<file path="config.mk">
export PLATFORM = sky130hd
export DESIGN_NAME = charger_mode_fault_control
export DESIGN_NICKNAME = d
export VERILOG_FILES = /design/src/rtl/charger_ctl_pkg.sv /design/src/rtl/charger_mode_fault_control.sv
export VERILOG_INCLUDE_DIRS = /design/src /design/src/rtl
export SDC_FILE = /design/constraint.sdc
export NUM_CORES = 1
export LEC_CHECK = 0
export BUFFER_PORTS_ARGS = -buffer_cell sky130_fd_sc_hd__buf_4
export CAP_MARGIN = 5
export CORE_ASPECT_RATIO = 1.2
export CORE_UTILIZATION = 59
export DETAILED_ROUTE_END_ITERATION = 8
export PLACE_DENSITY = 0.82
export SYNTH_ARGS = -nofsm -noshare
export SYNTH_HDL_FRONTEND = slang
export SYNTH_SLANG_ARGS = --single-unit
</file>
<file path="constraint.sdc">
create_clock -name pclk -period 4.8 [get_ports pclk]
set_input_delay 0.24 -clock pclk [delete_from_list [all_inputs] [get_ports pclk]]
set_output_delay 0.24 -clock pclk [all_outputs]
set_load 0.05 [all_outputs]
</file>
<file path="src/rtl/charger_ctl_regs.svh">
// Constants for the charger mode and fault control block.
// Assumes a 40 MHz core clock on pclk and APB register access.
`ifndef CHARGER_CTL_REGS_SVH
`define CHARGER_CTL_REGS_SVH

`define CLK_HZ          40000000
// Register byte addresses.
`define ADDR_STATUS     12'h000
`define ADDR_CONTROL    12'h004
`define ADDR_LIMITS     12'h008
`define ADDR_PINCFG     12'h00c
// Control register fields.
`define CTL_OPSEL       0
`define CTL_HZREQ       1
`define CTL_INHIBIT     2
`define CTL_STATEN      3
`define CTL_RESET       4
`define CTL_KICK        5
`define CTL_RST_VAL     6'h08
// Pin configuration fields.
`define PIN_BOOSTEN     0
`define PIN_POLARITY    1
`define PIN_RST_VAL     2'h2
`define LIMITS_RST_VAL  8'h00
// Fault codes.
`define FLT_NONE        3'h0
`define FLT_VBUS_OVP    3'h1
`define FLT_SLEEP       3'h2
`define FLT_POOR_SRC    3'h3
`define FLT_BAT_OVP     3'h4
`define FLT_THERMAL     3'h5
`define FLT_TIMER       3'h6
`define FLT_NO_BAT      3'h7
// Boost fault codes.
`define BFLT_SOFTSTART  3'h2
`define BFLT_UVLO       3'h3
// Times in their own units.
`define STAT_PULSE_US   128
`define LIN_LIMIT_US    560
`define SS_FIRST_US     128
`define SS_SECOND_US    384
`define RETRY_FIRST_US  5200
`define RETRY_NEXT_US   5000
`define WDOG_S          32
`define FALLBACK_MIN    15
// Derived cycle counts.
`define CYC_US(t)       ((t) * (`CLK_HZ / 1000000))
`define STAT_PULSE_CYC  `CYC_US(`STAT_PULSE_US)
`define LIN_LIMIT_CYC   `CYC_US(`LIN_LIMIT_US)
`define SS_FIRST_CYC    `CYC_US(`SS_FIRST_US)
`define SS_SECOND_CYC   `CYC_US(`SS_SECOND_US)
`define RETRY_FIRST_CYC `CYC_US(`RETRY_FIRST_US)
`define RETRY_NEXT_CYC  `CYC_US(`RETRY_NEXT_US)
`define WDOG_CYC        (64'(`WDOG_S) * 64'(`CLK_HZ))
`define FALLBACK_CYC    (64'(`FALLBACK_MIN) * 64'd60 * 64'(`CLK_HZ))

`endif

</file>
<file path="src/rtl/charger_ctl_pkg.sv">
// Types for the charger mode and fault control block.
// Assumes the constants header is compiled alongside.
`default_nettype none
package charger_ctl_pkg;
  typedef enum logic [1:0] {MODE_CHARGE, MODE_CONFIG, MODE_BOOST, MODE_HIZ} op_mode_t;
  typedef enum logic [2:0] {BST_OFF, BST_LIN, BST_SS, BST_RUN, BST_WAIT} boost_state_t;

  // Analogue comparator results.
  typedef struct packed {
    logic bat_above_bus;     // Battery above bus voltage.
    logic mid_near_bat;      // Mid rail within 400 mV of battery.
    logic bus_in_window;     // Bus within 5% of setpoint.
    logic bus_above_95;      // Bus at or above 95% of setpoint.
    logic bus_above_target;  // Bus above the boost target.
    logic bat_above_uvlo;    // Battery above boost undervoltage threshold.
    logic min_off_done;      // Minimum off-time has ended.
  } sense_t;

  // Commands to the power stage.
  typedef struct packed {
    logic charge_en;         // Charger allowed to switch.
    logic hiz;               // Power stage high impedance.
    logic lin_source_en;     // 450 mA mid rail source.
    logic switch_en;         // Boost switching allowed.
    logic half_ilim;         // 50% peak current limit.
    logic loop_closed;       // Regulation loop closed.
    logic pulse_skip;        // Pulse-skip operation active.
    logic long_on_time;      // Longer minimum on-time.
  } power_t;

  typedef struct packed {
    logic [2:0]   fault_code;
    logic         boost_fault;
    logic [5:0]   control;
    logic [1:0]   pincfg;
    logic [7:0]   limits;
    logic         fallback;
    logic         disable_q;
    logic [35:0]  wdog_cnt;
    logic [35:0]  fb_cnt;
    logic [12:0]  stat_cnt;
    boost_state_t boost_run_state;
    logic [17:0]  bst_cnt;
    logic         retried;
    logic         skip;
    logic [31:0]  prdata;
  } state_t;
endpackage : charger_ctl_pkg
`default_nettype wire

</file>
<file path="src/rtl/charger_mode_fault_control.sv">
// Mode selection, fault reporting, timers and boost start-up sequencing.
// Assumes synchronous pins, a 40 MHz pclk and an APB master.
//
// How it works
// - Status pin low while charging if enabled.
// - Boost faults, and charge faults arising from no fault, pulse status pin 128 us.
// - Three-bit charge fault code reported.
// - High-impedance or inhibit bit stops charging.
// - Watchdog expiry resets registers except limits.
// - Fallback expiry sets inhibit; write or watchdog expiry restarts.
// - Reset bit restores defaults except limits.
// - Charge only when pin and bits clear.
// - Disable pin halts watchdog, resets fallback.
// - Mode from high-impedance, fault, operation select.
// - Operation select cleared when boost stops.
// - Boost pin polarity chosen by polarity bit.
// - Pin boost overrides high-impedance request.
// - High-impedance request overrides operation select.
// - Watchdog expiry in boost: reset, code 110.
// - Status read clears latched boost fault.
// - Bus above target after minimum off-time enters pulse-skip.
// - Boost sequences linear, soft-start, run.
// - Linear start-up fault after 560 us.
// - Soft-start half limit until bus in window or 128 us.
// - Full limit at 128 us, fault after 384.
// - Boost fault pulses, clears select, high impedance.
// - Pin boost retries after 5.2 ms, every 5.
`include "charger_ctl_regs.svh"
`default_nettype none

module charger_mode_fault_control #(
  parameter logic [35:0] WDOG_CYCLES     = 36'(`WDOG_CYC),     // Watchdog period.
  parameter logic [35:0] FALLBACK_CYCLES = 36'(`FALLBACK_CYC), // Fallback period.
  parameter logic [17:0] RETRY_FIRST     = 18'(`RETRY_FIRST_CYC), // First retry delay.
  parameter logic [17:0] RETRY_NEXT      = 18'(`RETRY_NEXT_CYC)   // Later retry delay.
) (
  input  wire logic                    pclk,             // Core clock.
  input  wire logic                    presetn,          // Asynchronous reset, low.
  input  wire logic                    psel,             // APB select.
  input  wire logic                    penable,          // APB enable.
  input  wire logic                    pwrite,           // APB write.
  input  wire logic [11:0]             paddr,            // APB byte address.
  input  wire logic [31:0]             pwdata,           // APB write data.
  output logic                         pready,           // APB ready.
  output logic [31:0]                  prdata,           // APB read data.
  output logic                         pslverr,          // APB error.
  input  wire logic                    charge_disable,   // Charge disable pin.
  input  wire logic                    boost_request_pin, // Boost request pin.
  input  wire logic [2:0]              charge_fault_in,  // Charge fault from monitors.
  input  wire logic                    boost_ovp,        // Bus over-voltage in boost.
  input  wire logic                    thermal_shutdown, // Die over temperature.
  input  wire charger_ctl_pkg::sense_t sense,            // Analogue comparators.
  output charger_ctl_pkg::power_t      power,            // Power stage commands.
  output charger_ctl_pkg::op_mode_t    mode,             // Operating mode.
  output logic                         stat_o,           // Status pin drive value.
  output logic                         stat_oe           // Status pin drive enable.
);

  ////////////////////////////////////////////////////////////////////////////
  // State.
  charger_ctl_pkg::state_t st_reg;
  charger_ctl_pkg::state_t st_next;

  logic       acc;
  logic       wr;
  logic       rd;
  logic       mapped;
  logic       pin_active;
  logic       boost_en;
  logic       boost_fault_ev;
  logic [2:0] boost_code;
  logic       wdog_exp;
  logic       fb_exp;
  logic       charge_ok;
  logic       any_fault;

  function automatic logic is_addr(input logic [11:0] a, input logic [11:0] ref_a);
    is_addr = (a == ref_a);
  endfunction : is_addr

  ////////////////////////////////////////////////////////////////////////////
  // Combinational terms.
  always_comb begin
    acc    = psel && penable;
    wr     = acc && pwrite;
    rd     = acc && !pwrite;
    mapped = is_addr(paddr, `ADDR_STATUS) || is_addr(paddr, `ADDR_CONTROL) ||
             is_addr(paddr, `ADDR_LIMITS) || is_addr(paddr, `ADDR_PINCFG);
    pin_active = (boost_request_pin == st_reg.pincfg[`PIN_POLARITY]);
    // Pin request wins over high impedance; high impedance masks select.
    // Boost is refused while fallback charging runs, since only 32-second mode allows it.
    boost_en = !st_reg.fallback &&
               ((st_reg.pincfg[`PIN_BOOSTEN] && pin_active) ||
                (!st_reg.control[`CTL_HZREQ] && st_reg.control[`CTL_OPSEL]));
    wdog_exp = (st_reg.wdog_cnt >= WDOG_CYCLES - 36'h1) && !st_reg.disable_q;
    fb_exp   = st_reg.fallback && (st_reg.fb_cnt >= FALLBACK_CYCLES - 36'h1);
    charge_ok = !charge_disable && !st_reg.control[`CTL_INHIBIT] &&
                !st_reg.control[`CTL_HZREQ];
    any_fault = (charge_fault_in != `FLT_NONE);
    boost_fault_ev = 1'b0;
    boost_code = `FLT_NONE;
    if (st_reg.boost_run_state != charger_ctl_pkg::BST_OFF && st_reg.boost_run_state != charger_ctl_pkg::BST_WAIT) begin
      if (thermal_shutdown) begin
        boost_fault_ev = 1'b1;
        boost_code = `FLT_THERMAL;
      end else if (boost_ovp) begin
        boost_fault_ev = 1'b1;
        boost_code = `FLT_VBUS_OVP;
      end else if (!sense.bat_above_uvlo) begin
        boost_fault_ev = 1'b1;
        boost_code = `BFLT_UVLO;
      end else if (st_reg.boost_run_state == charger_ctl_pkg::BST_LIN &&
                   st_reg.bst_cnt >= 18'(`LIN_LIMIT_CYC) - 18'h1) begin
        boost_fault_ev = 1'b1;
        boost_code = `BFLT_SOFTSTART;
      end else if (st_reg.boost_run_state == charger_ctl_pkg::BST_SS && !sense.bus_above_95 &&
                   st_reg.bst_cnt >= 18'(`SS_FIRST_CYC + `SS_SECOND_CYC) - 18'h1) begin
        boost_fault_ev = 1'b1;
        boost_code = `BFLT_SOFTSTART;
      end
    end
    if (st_reg.control[`CTL_HZREQ] && !boost_en) begin
      mode = charger_ctl_pkg::MODE_HIZ;
    end else if (boost_en || st_reg.boost_run_state != charger_ctl_pkg::BST_OFF) begin
      mode = charger_ctl_pkg::MODE_BOOST;
    end else if (any_fault) begin
      mode = charger_ctl_pkg::MODE_CONFIG;
    end else begin
      mode = charger_ctl_pkg::MODE_CHARGE;
    end
  end

  ////////////////////////////////////////////////////////////////////////////
  // Next state.
  always_comb begin
    st_next = st_reg;
    st_next.disable_q = charge_disable;
    if (st_reg.stat_cnt != 13'h0) begin
      st_next.stat_cnt = st_reg.stat_cnt - 13'h1;
    end
    // Watchdog halts while the disable pin is high.
    if (!charge_disable) begin
      st_next.wdog_cnt = st_reg.wdog_cnt + 36'h1;
    end
    if (st_reg.fallback) begin
      st_next.fb_cnt = charge_disable ? 36'h0 : st_reg.fb_cnt + 36'h1;
    end
    // Charge fault code and pulse on a new fault.
    if (st_reg.boost_run_state == charger_ctl_pkg::BST_OFF && !st_reg.boost_fault) begin
      st_next.fault_code = charge_fault_in;
      if (any_fault && st_reg.fault_code == `FLT_NONE) begin
        st_next.stat_cnt = 13'(`STAT_PULSE_CYC);
      end
    end
    // Register writes.
    if (wr && is_addr(paddr, `ADDR_CONTROL)) begin
      st_next.control = pwdata[5:0];
      if (pwdata[`CTL_KICK]) begin
        st_next.wdog_cnt = 36'h0;
      end
      st_next.control[`CTL_KICK] = 1'b0;
      st_next.fallback = 1'b0;
      if (pwdata[`CTL_RESET]) begin
        st_next.control = `CTL_RST_VAL;
        st_next.pincfg = `PIN_RST_VAL;
      end
    end
    if (wr && is_addr(paddr, `ADDR_PINCFG)) begin
      st_next.pincfg = pwdata[1:0];
    end
    if (wr && is_addr(paddr, `ADDR_LIMITS)) begin
      st_next.limits = pwdata[7:0];
    end
    // Reading the status register clears a latched boost fault.
    if (rd && is_addr(paddr, `ADDR_STATUS) && st_reg.boost_fault) begin
      st_next.boost_fault = 1'b0;
      st_next.fault_code = `FLT_NONE;
    end
    // Fallback expiry inhibits charging.
    if (fb_exp) begin
      st_next.control[`CTL_INHIBIT] = 1'b1;
      st_next.fallback = 1'b0;
      st_next.fb_cnt = 36'h0;
    end
    // Boost sequencer.
    st_next.bst_cnt = st_reg.bst_cnt + 18'h1;
    st_next.skip = 1'b0;
    case (st_reg.boost_run_state)
      charger_ctl_pkg::BST_OFF: begin
        st_next.bst_cnt = 18'h0;
        st_next.retried = 1'b0;
        if (boost_en) begin
          st_next.boost_run_state = charger_ctl_pkg::BST_LIN;
        end
      end
      charger_ctl_pkg::BST_LIN: begin
        if (sense.mid_near_bat && !sense.bat_above_bus) begin
          st_next.boost_run_state = charger_ctl_pkg::BST_SS;
          st_next.bst_cnt = 18'h0;
        end
      end
      charger_ctl_pkg::BST_SS: begin
        if (sense.bus_in_window && sense.bat_above_uvlo) begin
          st_next.boost_run_state = charger_ctl_pkg::BST_RUN;
        end
      end
      charger_ctl_pkg::BST_RUN: begin
        st_next.skip = st_reg.skip ? sense.bus_above_target
                     : (sense.min_off_done && sense.bus_above_target);
      end
      charger_ctl_pkg::BST_WAIT: begin
        if (!(st_reg.pincfg[`PIN_BOOSTEN] && pin_active)) begin
          st_next.boost_run_state = charger_ctl_pkg::BST_OFF;
        end else if (st_reg.bst_cnt >= (st_reg.retried ? RETRY_NEXT : RETRY_FIRST) - 18'h1) begin
          st_next.boost_run_state = charger_ctl_pkg::BST_LIN;
          st_next.bst_cnt = 18'h0;
          st_next.retried = 1'b1;
        end
      end
      default: begin
        st_next.boost_run_state = charger_ctl_pkg::BST_OFF;
      end
    endcase
    if (st_reg.boost_run_state != charger_ctl_pkg::BST_OFF && st_reg.boost_run_state != charger_ctl_pkg::BST_WAIT &&
        !boost_en && !boost_fault_ev) begin
      st_next.boost_run_state = charger_ctl_pkg::BST_OFF;
      st_next.control[`CTL_OPSEL] = 1'b0;
    end
    if (boost_fault_ev) begin
      st_next.boost_run_state = charger_ctl_pkg::BST_WAIT;
      st_next.bst_cnt = 18'h0;
      st_next.control[`CTL_OPSEL] = 1'b0;
      st_next.fault_code = boost_code;
      st_next.boost_fault = 1'b1;
      st_next.stat_cnt = 13'(`STAT_PULSE_CYC);
    end
    // Watchdog expiry resets the control and pin configuration registers but not the limits register.
    if (wdog_exp) begin
      st_next.control = `CTL_RST_VAL;
      st_next.pincfg = `PIN_RST_VAL;
      st_next.wdog_cnt = 36'h0;
      st_next.fb_cnt = 36'h0;
      st_next.fallback = 1'b1;
      if (st_reg.boost_run_state != charger_ctl_pkg::BST_OFF) begin
        st_next.boost_run_state = charger_ctl_pkg::BST_OFF;
        st_next.fault_code = `FLT_TIMER;
        st_next.boost_fault = 1'b1;
        st_next.stat_cnt = 13'(`STAT_PULSE_CYC);
      end
    end
    // Read data.
    st_next.prdata = 32'h0;
    if (is_addr(paddr, `ADDR_STATUS)) begin
      st_next.prdata = {25'h0, st_reg.boost_run_state, st_reg.boost_fault, st_reg.fault_code};
    end else if (is_addr(paddr, `ADDR_CONTROL)) begin
      st_next.prdata = {26'h0, st_reg.control};
    end else if (is_addr(paddr, `ADDR_LIMITS)) begin
      st_next.prdata = {24'h0, st_reg.limits};
    end else if (is_addr(paddr, `ADDR_PINCFG)) begin
      st_next.prdata = {30'h0, st_reg.pincfg};
    end
  end

  always_ff @(posedge pclk or negedge presetn) begin
    if (!presetn) begin
      st_reg <= '{fault_code: `FLT_NONE, control: `CTL_RST_VAL, pincfg: `PIN_RST_VAL,
                  limits: `LIMITS_RST_VAL, fallback: 1'b1, boost_run_state: charger_ctl_pkg::BST_OFF,
                  default: '0};
    end else begin
      st_reg <= st_next;
    end
  end

  ////////////////////////////////////////////////////////////////////////////
  // Outputs.
  assign pready  = 1'b1;
  assign pslverr = psel && penable && !mapped;
  assign prdata  = st_reg.prdata;
  // Fault pulse overrides the enable bit; charging pulls low only when enabled.
  assign stat_o  = 1'b0;
  assign stat_oe = (st_reg.stat_cnt != 13'h0) ||
                   (st_reg.control[`CTL_STATEN] && charge_ok &&
                    mode == charger_ctl_pkg::MODE_CHARGE);
  assign power.charge_en     = charge_ok && mode == charger_ctl_pkg::MODE_CHARGE;
  assign power.hiz           = mode == charger_ctl_pkg::MODE_HIZ ||
                               st_reg.boost_run_state == charger_ctl_pkg::BST_WAIT;
  assign power.lin_source_en = st_reg.boost_run_state == charger_ctl_pkg::BST_LIN;
  assign power.switch_en     = (st_reg.boost_run_state == charger_ctl_pkg::BST_SS ||
                                st_reg.boost_run_state == charger_ctl_pkg::BST_RUN) && !st_reg.skip;
  assign power.half_ilim     = st_reg.boost_run_state == charger_ctl_pkg::BST_SS &&
                               st_reg.bst_cnt < 18'(`SS_FIRST_CYC);
  assign power.loop_closed   = st_reg.boost_run_state == charger_ctl_pkg::BST_RUN;
  assign power.pulse_skip    = st_reg.skip;
  assign power.long_on_time  = st_reg.skip;

  ////////////////////////////////////////////////////////////////////////////
  // Assertions.
  AST_LIN_TIMEOUT: assert property (@(posedge pclk) disable iff (!presetn)
    (st_reg.boost_run_state == charger_ctl_pkg::BST_LIN && st_reg.bst_cnt == 18'(`LIN_LIMIT_CYC) - 18'h1)
    |=> st_reg.boost_run_state != charger_ctl_pkg::BST_LIN)
    else $error("linear start-up exceeded its limit");
  AST_FAULT_PULSE: assert property (@(posedge pclk) disable iff (!presetn)
    boost_fault_ev |=> stat_oe [*8])
    else $error("status pulse missing after boost fault");
  AST_OPSEL_CLEAR: assert property (@(posedge pclk) disable iff (!presetn)
    boost_fault_ev |=> !st_reg.control[`CTL_OPSEL])
    else $error("operation select not cleared");
  AST_HIZ_NO_CHARGE: assert property (@(posedge pclk) disable iff (!presetn)
    st_reg.control[`CTL_HZREQ] |-> !power.charge_en)
    else $error("charging with high impedance request");
  AST_WDOG_HALT: assert property (@(posedge pclk) disable iff (!presetn)
    (charge_disable && !wr) |=> st_reg.wdog_cnt == $past(st_reg.wdog_cnt))
    else $error("watchdog advanced while disabled");
  AST_WDOG_CODE: assert property (@(posedge pclk) disable iff (!presetn)
    (wdog_exp && st_reg.boost_run_state != charger_ctl_pkg::BST_OFF) |=>
    st_reg.fault_code == `FLT_TIMER && st_reg.boost_run_state == charger_ctl_pkg::BST_OFF)
    else $error("watchdog boost fault not reported");
  AST_READ_CLEAR: assert property (@(posedge pclk) disable iff (!presetn)
    (rd && is_addr(paddr, `ADDR_STATUS) && !boost_fault_ev && !wdog_exp) |=>
    !st_reg.boost_fault)
    else $error("status read did not clear boost fault");
  AST_FB_INHIBIT: assert property (@(posedge pclk) disable iff (!presetn)
    (fb_exp && !wdog_exp) |=> st_reg.control[`CTL_INHIBIT])
    else $error("fallback expiry did not inhibit");

endmodule : charger_mode_fault_control
`default_nettype wire

</file>
# Yosys cells after proc, flatten, opt, wreduce, memory -nomap -nowiden
# Cells that the tools add are included.
totals:
  ff_bits: 162
  in_bits: 63
  wordCells: 168
op_classes:
  n_addsub: 5
  magnitude_cmp: 6
  eq_ne: 12
  mux: 58
  n_reduce_logical: 70
op_table:
  columns: ["op", "n"]
  rows:
  - ["$mux 36", 6]
  - ["$mux 88", 1]
  - ["$add 36x1->36 const B", 2]
  - ["$pmux 18 s3", 1]
  - ["$mux 13", 3]
  - ["$ge 18x15->1 const B", 2]
  - ["$ge 36x31->1 const B", 1]
  - ["$ge 36x36->1 const B", 1]
  - ["$mux 34", 1]
  - ["$logic_and 1x1->1", 33]
  - ["$mux 8", 4]
  - ["$eq 12x4->1 const B", 2]
  - ["$mux 22", 1]
  - ["$mux 21", 1]
  - ["$mux 3", 7]
  - ["$mux 19", 1]
  - ["$add 18x1->18 const B", 1]
  - ["$ge 18x18->1", 1]
  - ["$lt 18x13->1 const B", 1]
  - ["$reduce_bool 3->1", 6]
  - ["$sub 17x2->18 const B", 1]
  - ["$mux 16", 1]
  - ["$mux 2", 8]
  - ["$mux 1", 15]
  - ["other kinds (25)", 50]

# Depth between registers and ports, before layout
# Gate-level depths: netlist of the first run.
logic_depth:
  word_depth: 15
  ltp_mapped: 9
  mapped_depth_nobuf: 8

# Worst setup path before layout of the first run
# No wires, ideal clock.
synth_path:
  path_kind: "register -> output"
  start: "register st_reg[53] (netlist bit)"
  end: "output stat_oe"
  arrival_ns: 3.857
  t_required_ns: 4.560
  setup_slack_ns: 0.703
  path_stages_with_launch: 8
  path_buffers: 2
  path_cell_list: "dfrtp_1 -> clkbuf_1 -> or3_1 -> clkbuf_1 -> nor2_1 -> nand2_1 -> nor4b_1 -> a21o_1"
synth_via:
  elab_chain_len: 7
synth_rtl:
  columns: ["item", "line", "rtl"]
  rows:
  - ["start: declaration", "charger_mode_fault_control.sv:61", "charger_ctl_pkg::state_t st_reg;"]
  - ["start signal: assignment", "charger_mode_fault_control.sv:266", "st_reg <= '{fault_code: `FLT_NONE, control: `CTL_RST_VAL, pincfg: `PIN_RST_VAL,"]
  - ["start signal: assignment", "charger_mode_fault_control.sv:270", "st_reg <= st_next;"]
  - ["$reduce_bool 3->1", "charger_mode_fault_control.sv:124", "end else if (boost_en || st_reg.boost_run_state != charger_ctl_pkg::BST_OFF) begin"]
  - ["$logic_or 1x1->1", "charger_mode_fault_control.sv:124", null]
  - ["$mux 2", "charger_mode_fault_control.sv:124", null]
  - ["$mux 2", "charger_mode_fault_control.sv:122", "if (st_reg.control[`CTL_HZREQ] && !boost_en) begin"]
  - ["named net mode[1]", "charger_mode_fault_control.sv:54", "output charger_ctl_pkg::op_mode_t mode,"]
  - ["$logic_not 2->1", "charger_mode_fault_control.sv:283", "mode == charger_ctl_pkg::MODE_CHARGE);"]
  - ["$logic_and 1x1->1", "charger_mode_fault_control.sv:282", "(st_reg.control[`CTL_STATEN] && charge_ok &&"]
  - ["$logic_or 1x1->1", "charger_mode_fault_control.sv:281", "assign stat_oe = (st_reg.stat_cnt != 13'h0) ||"]
  - ["end: declaration", "charger_mode_fault_control.sv:56", "output logic stat_oe"]
# The timed path passes the listed nets, and every way through them passes these cells.

==> impl_metrics.csv, run 1 <==
group,metric,value,unit
outcome,status,"complete, no violations",
placed_design,placed_area,8090,µm²
cells_and_area,area_delta_synth_final,12.2,%
sta,worstMarginPinSlew,1.17,ns
sta,min_period_over_period,60.6,%
pwr,internal-power,2080,µW
cts,cts_buffer_depth,2,
floorplan,ioPinCount,109,
worst_hold_path,hp-class,"in -> reg",
sta,rsz0062_at_grt,"false",
sta,fin_skew,0.00821,ns
sta,period_minus_slack,2.91,ns
sta,whs,0.0437,ns
floorplan,dieArea,13600,µm²
routing,vias_per_cell,6.01,
cells_and_area,antennaDiodeCount,0,
placed_design,hpwl,11200,µm
yosys,synth-seq-area-share,44.0,%
routing,drc,0,
pwr,powerDensity,313,nW/µm²
floorplan,core_area,12700,µm²
global_route,grt_pass1_vias,6181,
yosys,yosys-top-cells-area,"dfrtp_1 (43%), nor2_1 (5.6%), nand2_1 (4.8%)",
cells_and_area,fin_nets,970,
yosys,synth_common_cells,"dfrtp_1 (133), nor2_1 (116), nand2_1 (99)",
floorplan,num_rows,45,
cells_and_area,final_cell_area,8700,µm²
sta,slew_viol_final,0,
setup_path,crit_fanout,36,
pwr,comb_power_share,7.4,%
pwr,p_leak,0.00370,µW
yosys,syn_area,7750,µm²
cts,htreeDepth,4,
pwr,p_sw_share,23.6,%
global_route,grt_max_degree,93,
yosys,ys_ff_latch,136,
setup_path,crit_arrival,3.24,ns
setup_path,slowest_delay,0.82,ns
setup_path,slowest_stage,"nand2_1",
sta,finalHoldViolCount,0,
floorplan,fp.dieW,107,µm
pwr,clockPowerShare,47.9,%
cells_and_area,largest_reg_flops,127,
global_route,grt_pass1_wl,28500,µm
flow_run,drv_cap,0,
placed_design,port_buffers,58,
setup_path,path_buf_inv,0,
cts,path_clk_slew,0.06,ns
setup_path,start_kind,"register",
routing,wl_per_cell,15.7,µm
yosys,synth_top_area_share,42.9,%
sta,setup_viol,0,
sta,fin_tns_setup,0,ns
setup_path,cp_cell_sequence,"nor4_1, a211oi_1, o211ai_1, and2_1, nand2_1, nor2_1",
global_route,grt-ovfl-total,0,
yosys,yosysMostFrequentCell,"dfrtp_1",
cts,post_cts_buffers,0,
cts,clk_latency,0.43,ns
yosys,synth_edf_count,0,
placed_design,gp_congestion,0.852,
global_route,track_usage,26.2,%
yosys,ys.flop_type,"dfrtp_1",
setup_path,cp_top_family,"simple AND/OR/NAND/NOR gates",
pwr,ir_worst_vdd,0.242,mV
cells_and_area,drive_gt1_share,13.3,%
yosys,async_reset_ff_share,100,%
yosys,yosysUniqueCellTypes,68,
pwr,switchingPower,644,µW
cts,cts_root_buf,"clkbuf_16",
global_route,antenna_found_initial,0,
cells_and_area,fill_cells,1004,
routing,vias,6478,
cts,numCtsBuffers,17,
routing,first_pass_iters,6,
routing,drt_iter0_drc,446,
setup_path,crit_required,5.13,ns
setup_path,ff2ff_setup_slack,1.89,ns
floorplan,initial_utilization,60.9,%
routing,postRouteAntennaNets,0,
sta,fmax,344,MHz
floorplan,die_h,128,µm
yosys,yosysWarnings,0,
yosys,synth_area_leader_cell,"dfrtp_1",
setup_path,endpoint_kind,"register",
yosys,syn_area_per_cell,8.94,µm²
pwr,seq_power_share,44.7,%
setup_path,crit_type,"reg -> reg",
cts,cts_sinks,136,
cts,cts_tree,"yes",
sta,slew-limit-headroom,22.1,%
routing,wl,16900,µm
yosys,syn_inst,867,
==> cell usage in the layout (no fill, tap or decap), types with 9 or more instances in the layout <==
| cell type | count |
|---|---|
| inv_1 | 14 |
| and3_1 | 11 |
| nand2_1 | 99 |
| nor3_1 | 20 |
| dfrtp_1 | 133 |
| clkbuf_16 | 17 |
| buf_4 | 62 |
| o211ai_1 | 10 |
| or3_1 | 21 |
| nor2_1 | 116 |
| nand4_1 | 25 |
| a21oi_1 | 20 |
| mux2_2 | 9 |
| nor4_1 | 17 |
| nand2b_1 | 10 |
| a31oi_1 | 35 |
| xnor2_1 | 28 |
| nand3_1 | 59 |
| o21ai_0 | 14 |
| nor2b_1 | 10 |
| conb_1 | 26 |
| xor2_1 | 33 |
==> final cells by class <==
type	instances	area [µm²]	share of cell area, %
multi-input combinational	667	3950	45.4
sequential	136	3410	39.2
clock buffer	25	505	5.81
timing repair buffer	64	487	5.60
tap	164	205	2.36
clock inverter	7	90.1	1.04
inverter	14	52.6	0.604
==> timing repair <==
item | in CTS | in global routing
gates resized for setup | 0 | 0
hold buffers | 1 | 0
hold endpoints to repair | 89 | 0
==> path summary, 6_finish.rpt <==
check	startpoint	end	depth (start not counted)
min in group asynchronous	presetn	st_reg[66]	2
setup reg to reg	st_reg[138]	st_reg[106]	6
hold reg to reg	st_reg[34]	st_reg[34]	1
setup / recovery	st_reg[138]	st_reg[106]	6
hold / removal	charge_disable	st_reg[140]	1
max in group asynchronous	presetn	st_reg[155]	3
==> per-stage QoR <==
step	total power, µW	setup WS [ns]	util (%)	cells
2_1_floorplan	1380	0.703	-	891
3_3_place_gp	1430	1.94	63.6	1044
3_5_place_dp	1440	1.89	63.6	1044
4_1_cts	2740	1.88	68.3	1077
5_1_grt	2820	1.56	68.3	1077
6_report	2720	1.89	68.3	1077
==> layer usage <==
layer	vias up	part of all wire, %	GRT usage (%)
met3	30	4.7	5.10
met2	170	50	44.2
li1	3112	-	-
met4	0	2.2	10.8
met1	3166	43	33.1
met5	-	0	0
==> power by group through the flow <==
stage	registers, µW	clock network [µW]	logic (µW)
final	1220	1310	200
after global placement	1240	0	194
after global routing	1220	1370	223
after CTS	1220	1320	202
after detailed placement	1240	0	200
after floorplan	1230	0	148
==> kinds of logic after synthesis <==
logic type | Yosys count | share of synthesized area (%)
and+or+nand+nor | 433 | 27.9
DFF | 136 | 44.0
AOI/OAI and AO/OA | 121 | 10.8
buffers and inverters | 88 | 6.33
xor gates and xnor gates | 61 | 6.89
muxes | 19 | 2.92
adders and majority gates | 7 | 1.13
other | 2 | 0.0969
No activity file was read; power rests on OpenSTA's default activity.
==> run 2, diff against run 1 <==
- CORE_UTILIZATION: 59 -> 53
- PLACE_DENSITY: 0.82 -> 0.78
- clock period: 4.8 -> 2.3 ns (I/O delays scaled with it)
==> run 2 against run 1 <==
  * The run now ends with DRC, setup timing left
  * Global-route usage down 1.2 points
  * Total power up 110%
  * Hold slack worse by 0.0065 ns
  * Sequential cell count unchanged
  * Register-to-register slack worse by 2.0 ns
  * Wire length up 12%
==> impl_metrics.csv, run 2 (same netlist as run 1, synthesis figures left out) <==
group,metric,value,unit
floorplan,dieArea,15100,µm²
floorplan,initial_utilization,54.0,%
floorplan,num_rows,48,
cells_and_area,area_delta_synth_final,25.6,%
setup_path,ff2ff_path_depth,7,
global_route,grt_pass1_vias,6653,
pwr,ir_worst_vdd,0.497,mV
setup_path,r2r_end,"st_reg[75]",
cells_and_area,fin_nets,1059,
sta,fin_skew,0.00819,ns
cts,clk_latency,0.41,ns
cts,htreeDepth,4,
worst_hold_path,hold_start,"thermal_shutdown",
pwr,p_leak,0.00426,µW
cts,numCtsBuffers,17,
setup_path,crit_type,"reg -> reg",
placed_design,gp_congestion,0.851,
cts,cts_root_buf,"clkbuf_16",
cts,cts_buffer_depth,2,
flow_run,drv_cap,0,
global_route,track_usage,25.1,%
routing,postRouteAntennaNets,0,
cells_and_area,final_cell_mix,"dfrtp_1 (130), buf_4 (128), nor2_1 (110)",
setup_path,crit_required,2.60,ns
placed_design,placed_area,8700,µm²
sta,slew_viol_final,0,
floorplan,core_area,14400,µm²
sta,worstMarginPinSlew,0.559,ns
setup_path,rr_startpoint,"st_reg[85]",
setup_path,startpoint,"st_reg[85]",
worst_hold_path,hp-class,"in -> reg",
cells_and_area,drive_gt1_share,23.7,%
routing,wl_per_cell,16.1,µm
sta,rsz0062_at_grt,"true",
setup_path,ff2ff_setup_slack,-0.06,ns
global_route,antenna_found_initial,0,
floorplan,die_h,134,µm
pwr,powerDensity,593,nW/µm²
routing,first_pass_iters,9,
cts,cts_sinks,136,
global_route,grt_max_degree,60,
routing,vias,6933,
routing,drc,1,
global_route,grt-ovfl-total,0,
sta,worst_slack,-0.0643,ns
placed_design,preCtsSetupSlack,-0.0133,ns
cts,cts_tree,"yes",
routing,vias_per_cell,5.89,
routing,drt_iter0_drc,604,
global_route,grt_pass1_wl,30600,µm
sta,slew-limit-headroom,62.7,%
worst_hold_path,hold_path_end,"st_reg[161]",
cells_and_area,final_cell_area,9730,µm²
setup_path,crit_arrival,2.66,ns
pwr,p_total,5770,µW
cells_and_area,layout_commonest_cell,"dfrtp_1",
outcome,failed_checks,"DRC, setup timing",
floorplan,ioPinCount,109,
routing,wl,18900,µm
sta,period_minus_slack,2.36,ns
setup_path,endpoint_kind,"register",
worst_hold_path,whs_path_depth,3,
cts,path_clk_slew,0.06,ns
placed_design,port_buffers,58,
sta,setup_viol,3,
placed_design,hpwl,12000,µm
setup_path,start_kind,"register",
cells_and_area,largest_reg_flops,127,
sta,finalHoldViolCount,0,
sta,fmax,423,MHz
sta,min_period_over_period,103,%
cells_and_area,final_util,67.8,%
cells_and_area,antennaDiodeCount,0,
outcome,status,"finished, violations left",
floorplan,fp.dieW,112,µm
setup_path,crit_fanout,4,
run 2: layer usage:
layer	vias to the layer above	global-route usage, %	wire [µm]
li1	3287	-	-
met1	3358	30.5	7920
met2	243	44.3	9690
met3	45	4.53	872
met4	0	9.41	417
met5	-	0	0
run 2: worst max path at each step:
stage / slack (ns) / cells after the start / to
global placement: 0.02 / 9 / st_reg[39]
finish: -0.06 / 7 / st_reg[75]
floorplan: -0.05 / 7 / stat_oe
CTS: -0.02 / 9 / st_reg[42]
global route: -0.09 / 7 / st_reg[75]
detailed placement: -0.01 / 9 / st_reg[47]
run 2: cell type report:
type,count,area [µm²]
fillers,1046,4620
well taps,175,219
multi-input cells,668,4190
flip-flops and latches,136,3410
inverters,14,52.6
clock buffers,18,429
clock inverters,14,166
repair buffers,152,1270
run 2: worst max-delay path: stages (launching register included):
cell	delay [ns]
dfrtp_1	0.38
or3_4	0.39
or3_4	0.34
o211ai_1	0.35
buf_4	0.22
a211oi_4	0.09
and4_1	0.21
a311o_1	0.26
run 2: timing repair:
| action | CTS | global route |
|---|---|---|
| pin swaps | 3 | 23 |
| hold buffers | 13 | 0 |
| endpoints found under the setup margin | 26 | 84 |
| buffers inserted | 4 | 8 |
| endpoints found under the hold margin | 70 | 0 |
| gates resized for setup | 9 | 39 |
| cloned | 0 | 4 |
run 2: report_power, final:
group          switching (µW)  internal, µW  total [µW]
sequential               68.5          2470        2530
clock                    1120          1630        2750
combinational             302           190         492
run 2: through the flow:
stage	std cells	setup TNS, ns	hold slack [ns]
6_report	1177	-0.112	0.0372
5_1_grt	1177	-2.08	0.0243
4_1_cts	1167	-0.213	0.00873
3_5_place_dp	1118	-0.0523	0.133
3_3_place_gp	1118	0	0.128
2_1_floorplan	891	-0.0527	-0.181
==> run 3, diff against run 2 <==
==> constraint.sdc (replaced) <==
create_clock -name pclk -period 2.3 [get_ports pclk]
set_input_delay 0.23 -clock pclk [delete_from_list [all_inputs] [get_ports pclk]]
set_output_delay 0.23 -clock pclk [all_outputs]
set_load 0.05 [all_outputs]
==> run 3 against run 2 <==
  * The flow still finishes with violations (DRC, setup timing)
  * Utilization fell by 0.67 points
  * Combinational power fell by 1%
  * Non-clock buffer count down 5
  * Hold slack better by 0.0067 ns
  * Critical path depth did not move
  * Final cell count down 0.51%
==> impl_metrics.csv, run 3 (same netlist as run 1, synthesis figures left out) <==
group,metric,value,unit
pwr,powerDensity,601,nW/µm²
global_route,track_usage,24.9,%
setup_path,start_kind,"register",
sta,fmax,433,MHz
sta,worst_slack,-0.00992,ns
sta,slew_viol_final,0,
routing,vias,6996,
pwr,p_leak,0.00423,µW
outcome,status,"finished, violations left",
sta,slew-limit-headroom,62.5,%
setup_path,ff2ff_setup_slack,0,ns
cts,clk_latency,0.42,ns
setup_path,crit_required,2.07,ns
global_route,grt_pass1_vias,6515,
floorplan,dieArea,15100,µm²
cts,cts_tree,"yes",
routing,drt_iter0_drc,583,
routing,first_pass_iters,7,
routing,postRouteAntennaNets,0,
global_route,antenna_found_initial,0,
floorplan,fp.dieW,112,µm
cts,htreeDepth,4,
worst_hold_path,whs_path_depth,2,
global_route,grt_max_degree,58,
floorplan,core_area,14400,µm²
cells_and_area,fin_nets,1054,
cells_and_area,largest_reg_flops,127,
global_route,grt-ovfl-total,0,
setup_path,crit_arrival,2.08,ns
sta,worstMarginPinSlew,0.563,ns
cells_and_area,final_cell_mix,"dfrtp_1 (131), buf_4 (129), nor2_1 (114)",
cells_and_area,layout_commonest_cell,"dfrtp_1",
cts,numCtsBuffers,17,
cts,cts_root_buf,"clkbuf_16",
routing,drc,1,
placed_design,gp_congestion,0.855,
global_route,grt_pass1_wl,30700,µm
placed_design,port_buffers,58,
routing,wl,18600,µm
cells_and_area,antennaDiodeCount,0,
setup_path,r2r_end,"st_reg[81]",
routing,wl_per_cell,15.8,µm
sta,rsz0062_at_grt,"true",
setup_path,crit_fanout,3,
cts,path_clk_slew,0.06,ns
cells_and_area,area_delta_synth_final,24.3,%
placed_design,placed_area,8740,µm²
sta,min_period_over_period,100,%
floorplan,die_h,134,µm
cts,cts_buffer_depth,2,
worst_hold_path,hp-class,"in -> reg",
setup_path,ff2ff_path_depth,9,
outcome,failed_checks,"DRC, setup timing",
setup_path,crit_type,"reg -> out",
sta,whs,0.0439,ns
worst_hold_path,hold_path_end,"st_reg[149]",
pwr,ir_worst_vdd,0.498,mV
floorplan,initial_utilization,54.0,%
setup_path,rr_startpoint,"st_reg[85]",
cts,cts_sinks,136,
sta,setup_viol,1,
flow_run,drv_cap,0,
setup_path,endpoint_kind,"output port",
floorplan,ioPinCount,109,
sta,fin_skew,0.00961,ns
sta,finalHoldViolCount,0,
worst_hold_path,hold_start,"pwdata[7]",
cells_and_area,drive_gt1_share,24.0,%
placed_design,hpwl,12100,µm
sta,period_minus_slack,2.31,ns
floorplan,num_rows,48,
cells_and_area,final_cell_area,9640,µm²
routing,vias_per_cell,5.97,
[run 3: changes by cell type in the layout (fill, tap and decap cells not counted), moves of 2 or more]
cell	before	now
buf_6	5	9
nor4_2	3	6
o21ai_1	0	2
nand2b_1	7	10
dlygate4sd3_1	13	1
nor2_2	5	1
nor2_1	110	114
clkinv_4	4	2
buf_2	0	2
o21ai_2	2	0
nand2b_4	3	0
clkinv_2	0	3
a31oi_1	35	33
nor4_4	2	0
[run 3: power by group]
group | leakage, µW | switching (µW) | internal (µW)
Combinational | 0.00213 | 303 | 182
Clock | 0.000287 | 1060 | 1710
Sequential | 0.00181 | 71.6 | 2470
Total | 0.00423 | 1440 | 4360
[run 3: worst max-delay path by stage]
| stage | from | end | cells after the start | slack, ns |
|---|---|---|---|---|
| 2_1_floorplan | st_reg[53] | stat_oe | 7 | -0.17 |
| 3_5_place_dp | st_reg[35] | st_reg[66] | 9 | -0.04 |
| 4_1_cts | st_reg[151] | stat_oe | 7 | -0.02 |
| 5_1_grt | st_reg[33] | st_reg[46] | 9 | -0.11 |
| 3_3_place_gp | st_reg[35] | st_reg[56] | 9 | 0.01 |
| 6_report | st_reg[151] | stat_oe | 7 | -0.01 |
[run 3: cell type report]
cell class / count / area, µm²
Clock buffer: 17 / 425
Clock inverter: 14 / 174
Fill cell: 1058 / 4720
Inverter: 14 / 52.6
Multi-Input combinational cell: 668 / 4150
Sequential cell: 136 / 3410
Tap cell: 175 / 219
Timing Repair Buffer: 147 / 1200
[run 3: critical path, cell delays in order, from the launching register on]
cell and delay (ns):
dfstp_2 0.56, xnor2_2 0.08, nand2_2 0.10, a21o_1 0.19, nand2_4 0.08, nor4b_4 0.33
a21o_4 0.19, buf_8 0.14
[run 3: per-layer routing]
| metal | up-vias | global-route usage [%] | wire length, µm |
|---|---|---|---|
| li1 | 3283 | - | - |
| met1 | 3416 | 31.4 | 7790 |
| met5 | - | 0 | 0 |
| met3 | 50 | 3.77 | 833 |
| met2 | 247 | 43.4 | 9490 |
| met4 | 0 | 9.19 | 452 |
[run 3: what timing repair did]
item,CTS,global route
pin swaps,9,22
buffers inserted,4,7
hold endpoints to repair,54,0
endpoints found under the setup margin,46,101
hold buffers,1,0
resized for setup,19,24
gates cloned,0,4
[run 3: stage by stage]
stage | TNS [ns] | setup WS (ns) | std cells | utilization [%] | power (µW)
floorplan | -0.168 | -0.168 | 891 | - | 2880
global placement | 0 | 0.0141 | 1125 | 60.9 | 3020
detailed placement | -0.595 | -0.0423 | 1125 | 60.9 | 3040
CTS | -0.0262 | -0.0244 | 1161 | 65.8 | 5810
global route | -1.91 | -0.115 | 1171 | 67.1 | 5970
finish | -0.00992 | -0.00992 | 1171 | 67.1 | 5790
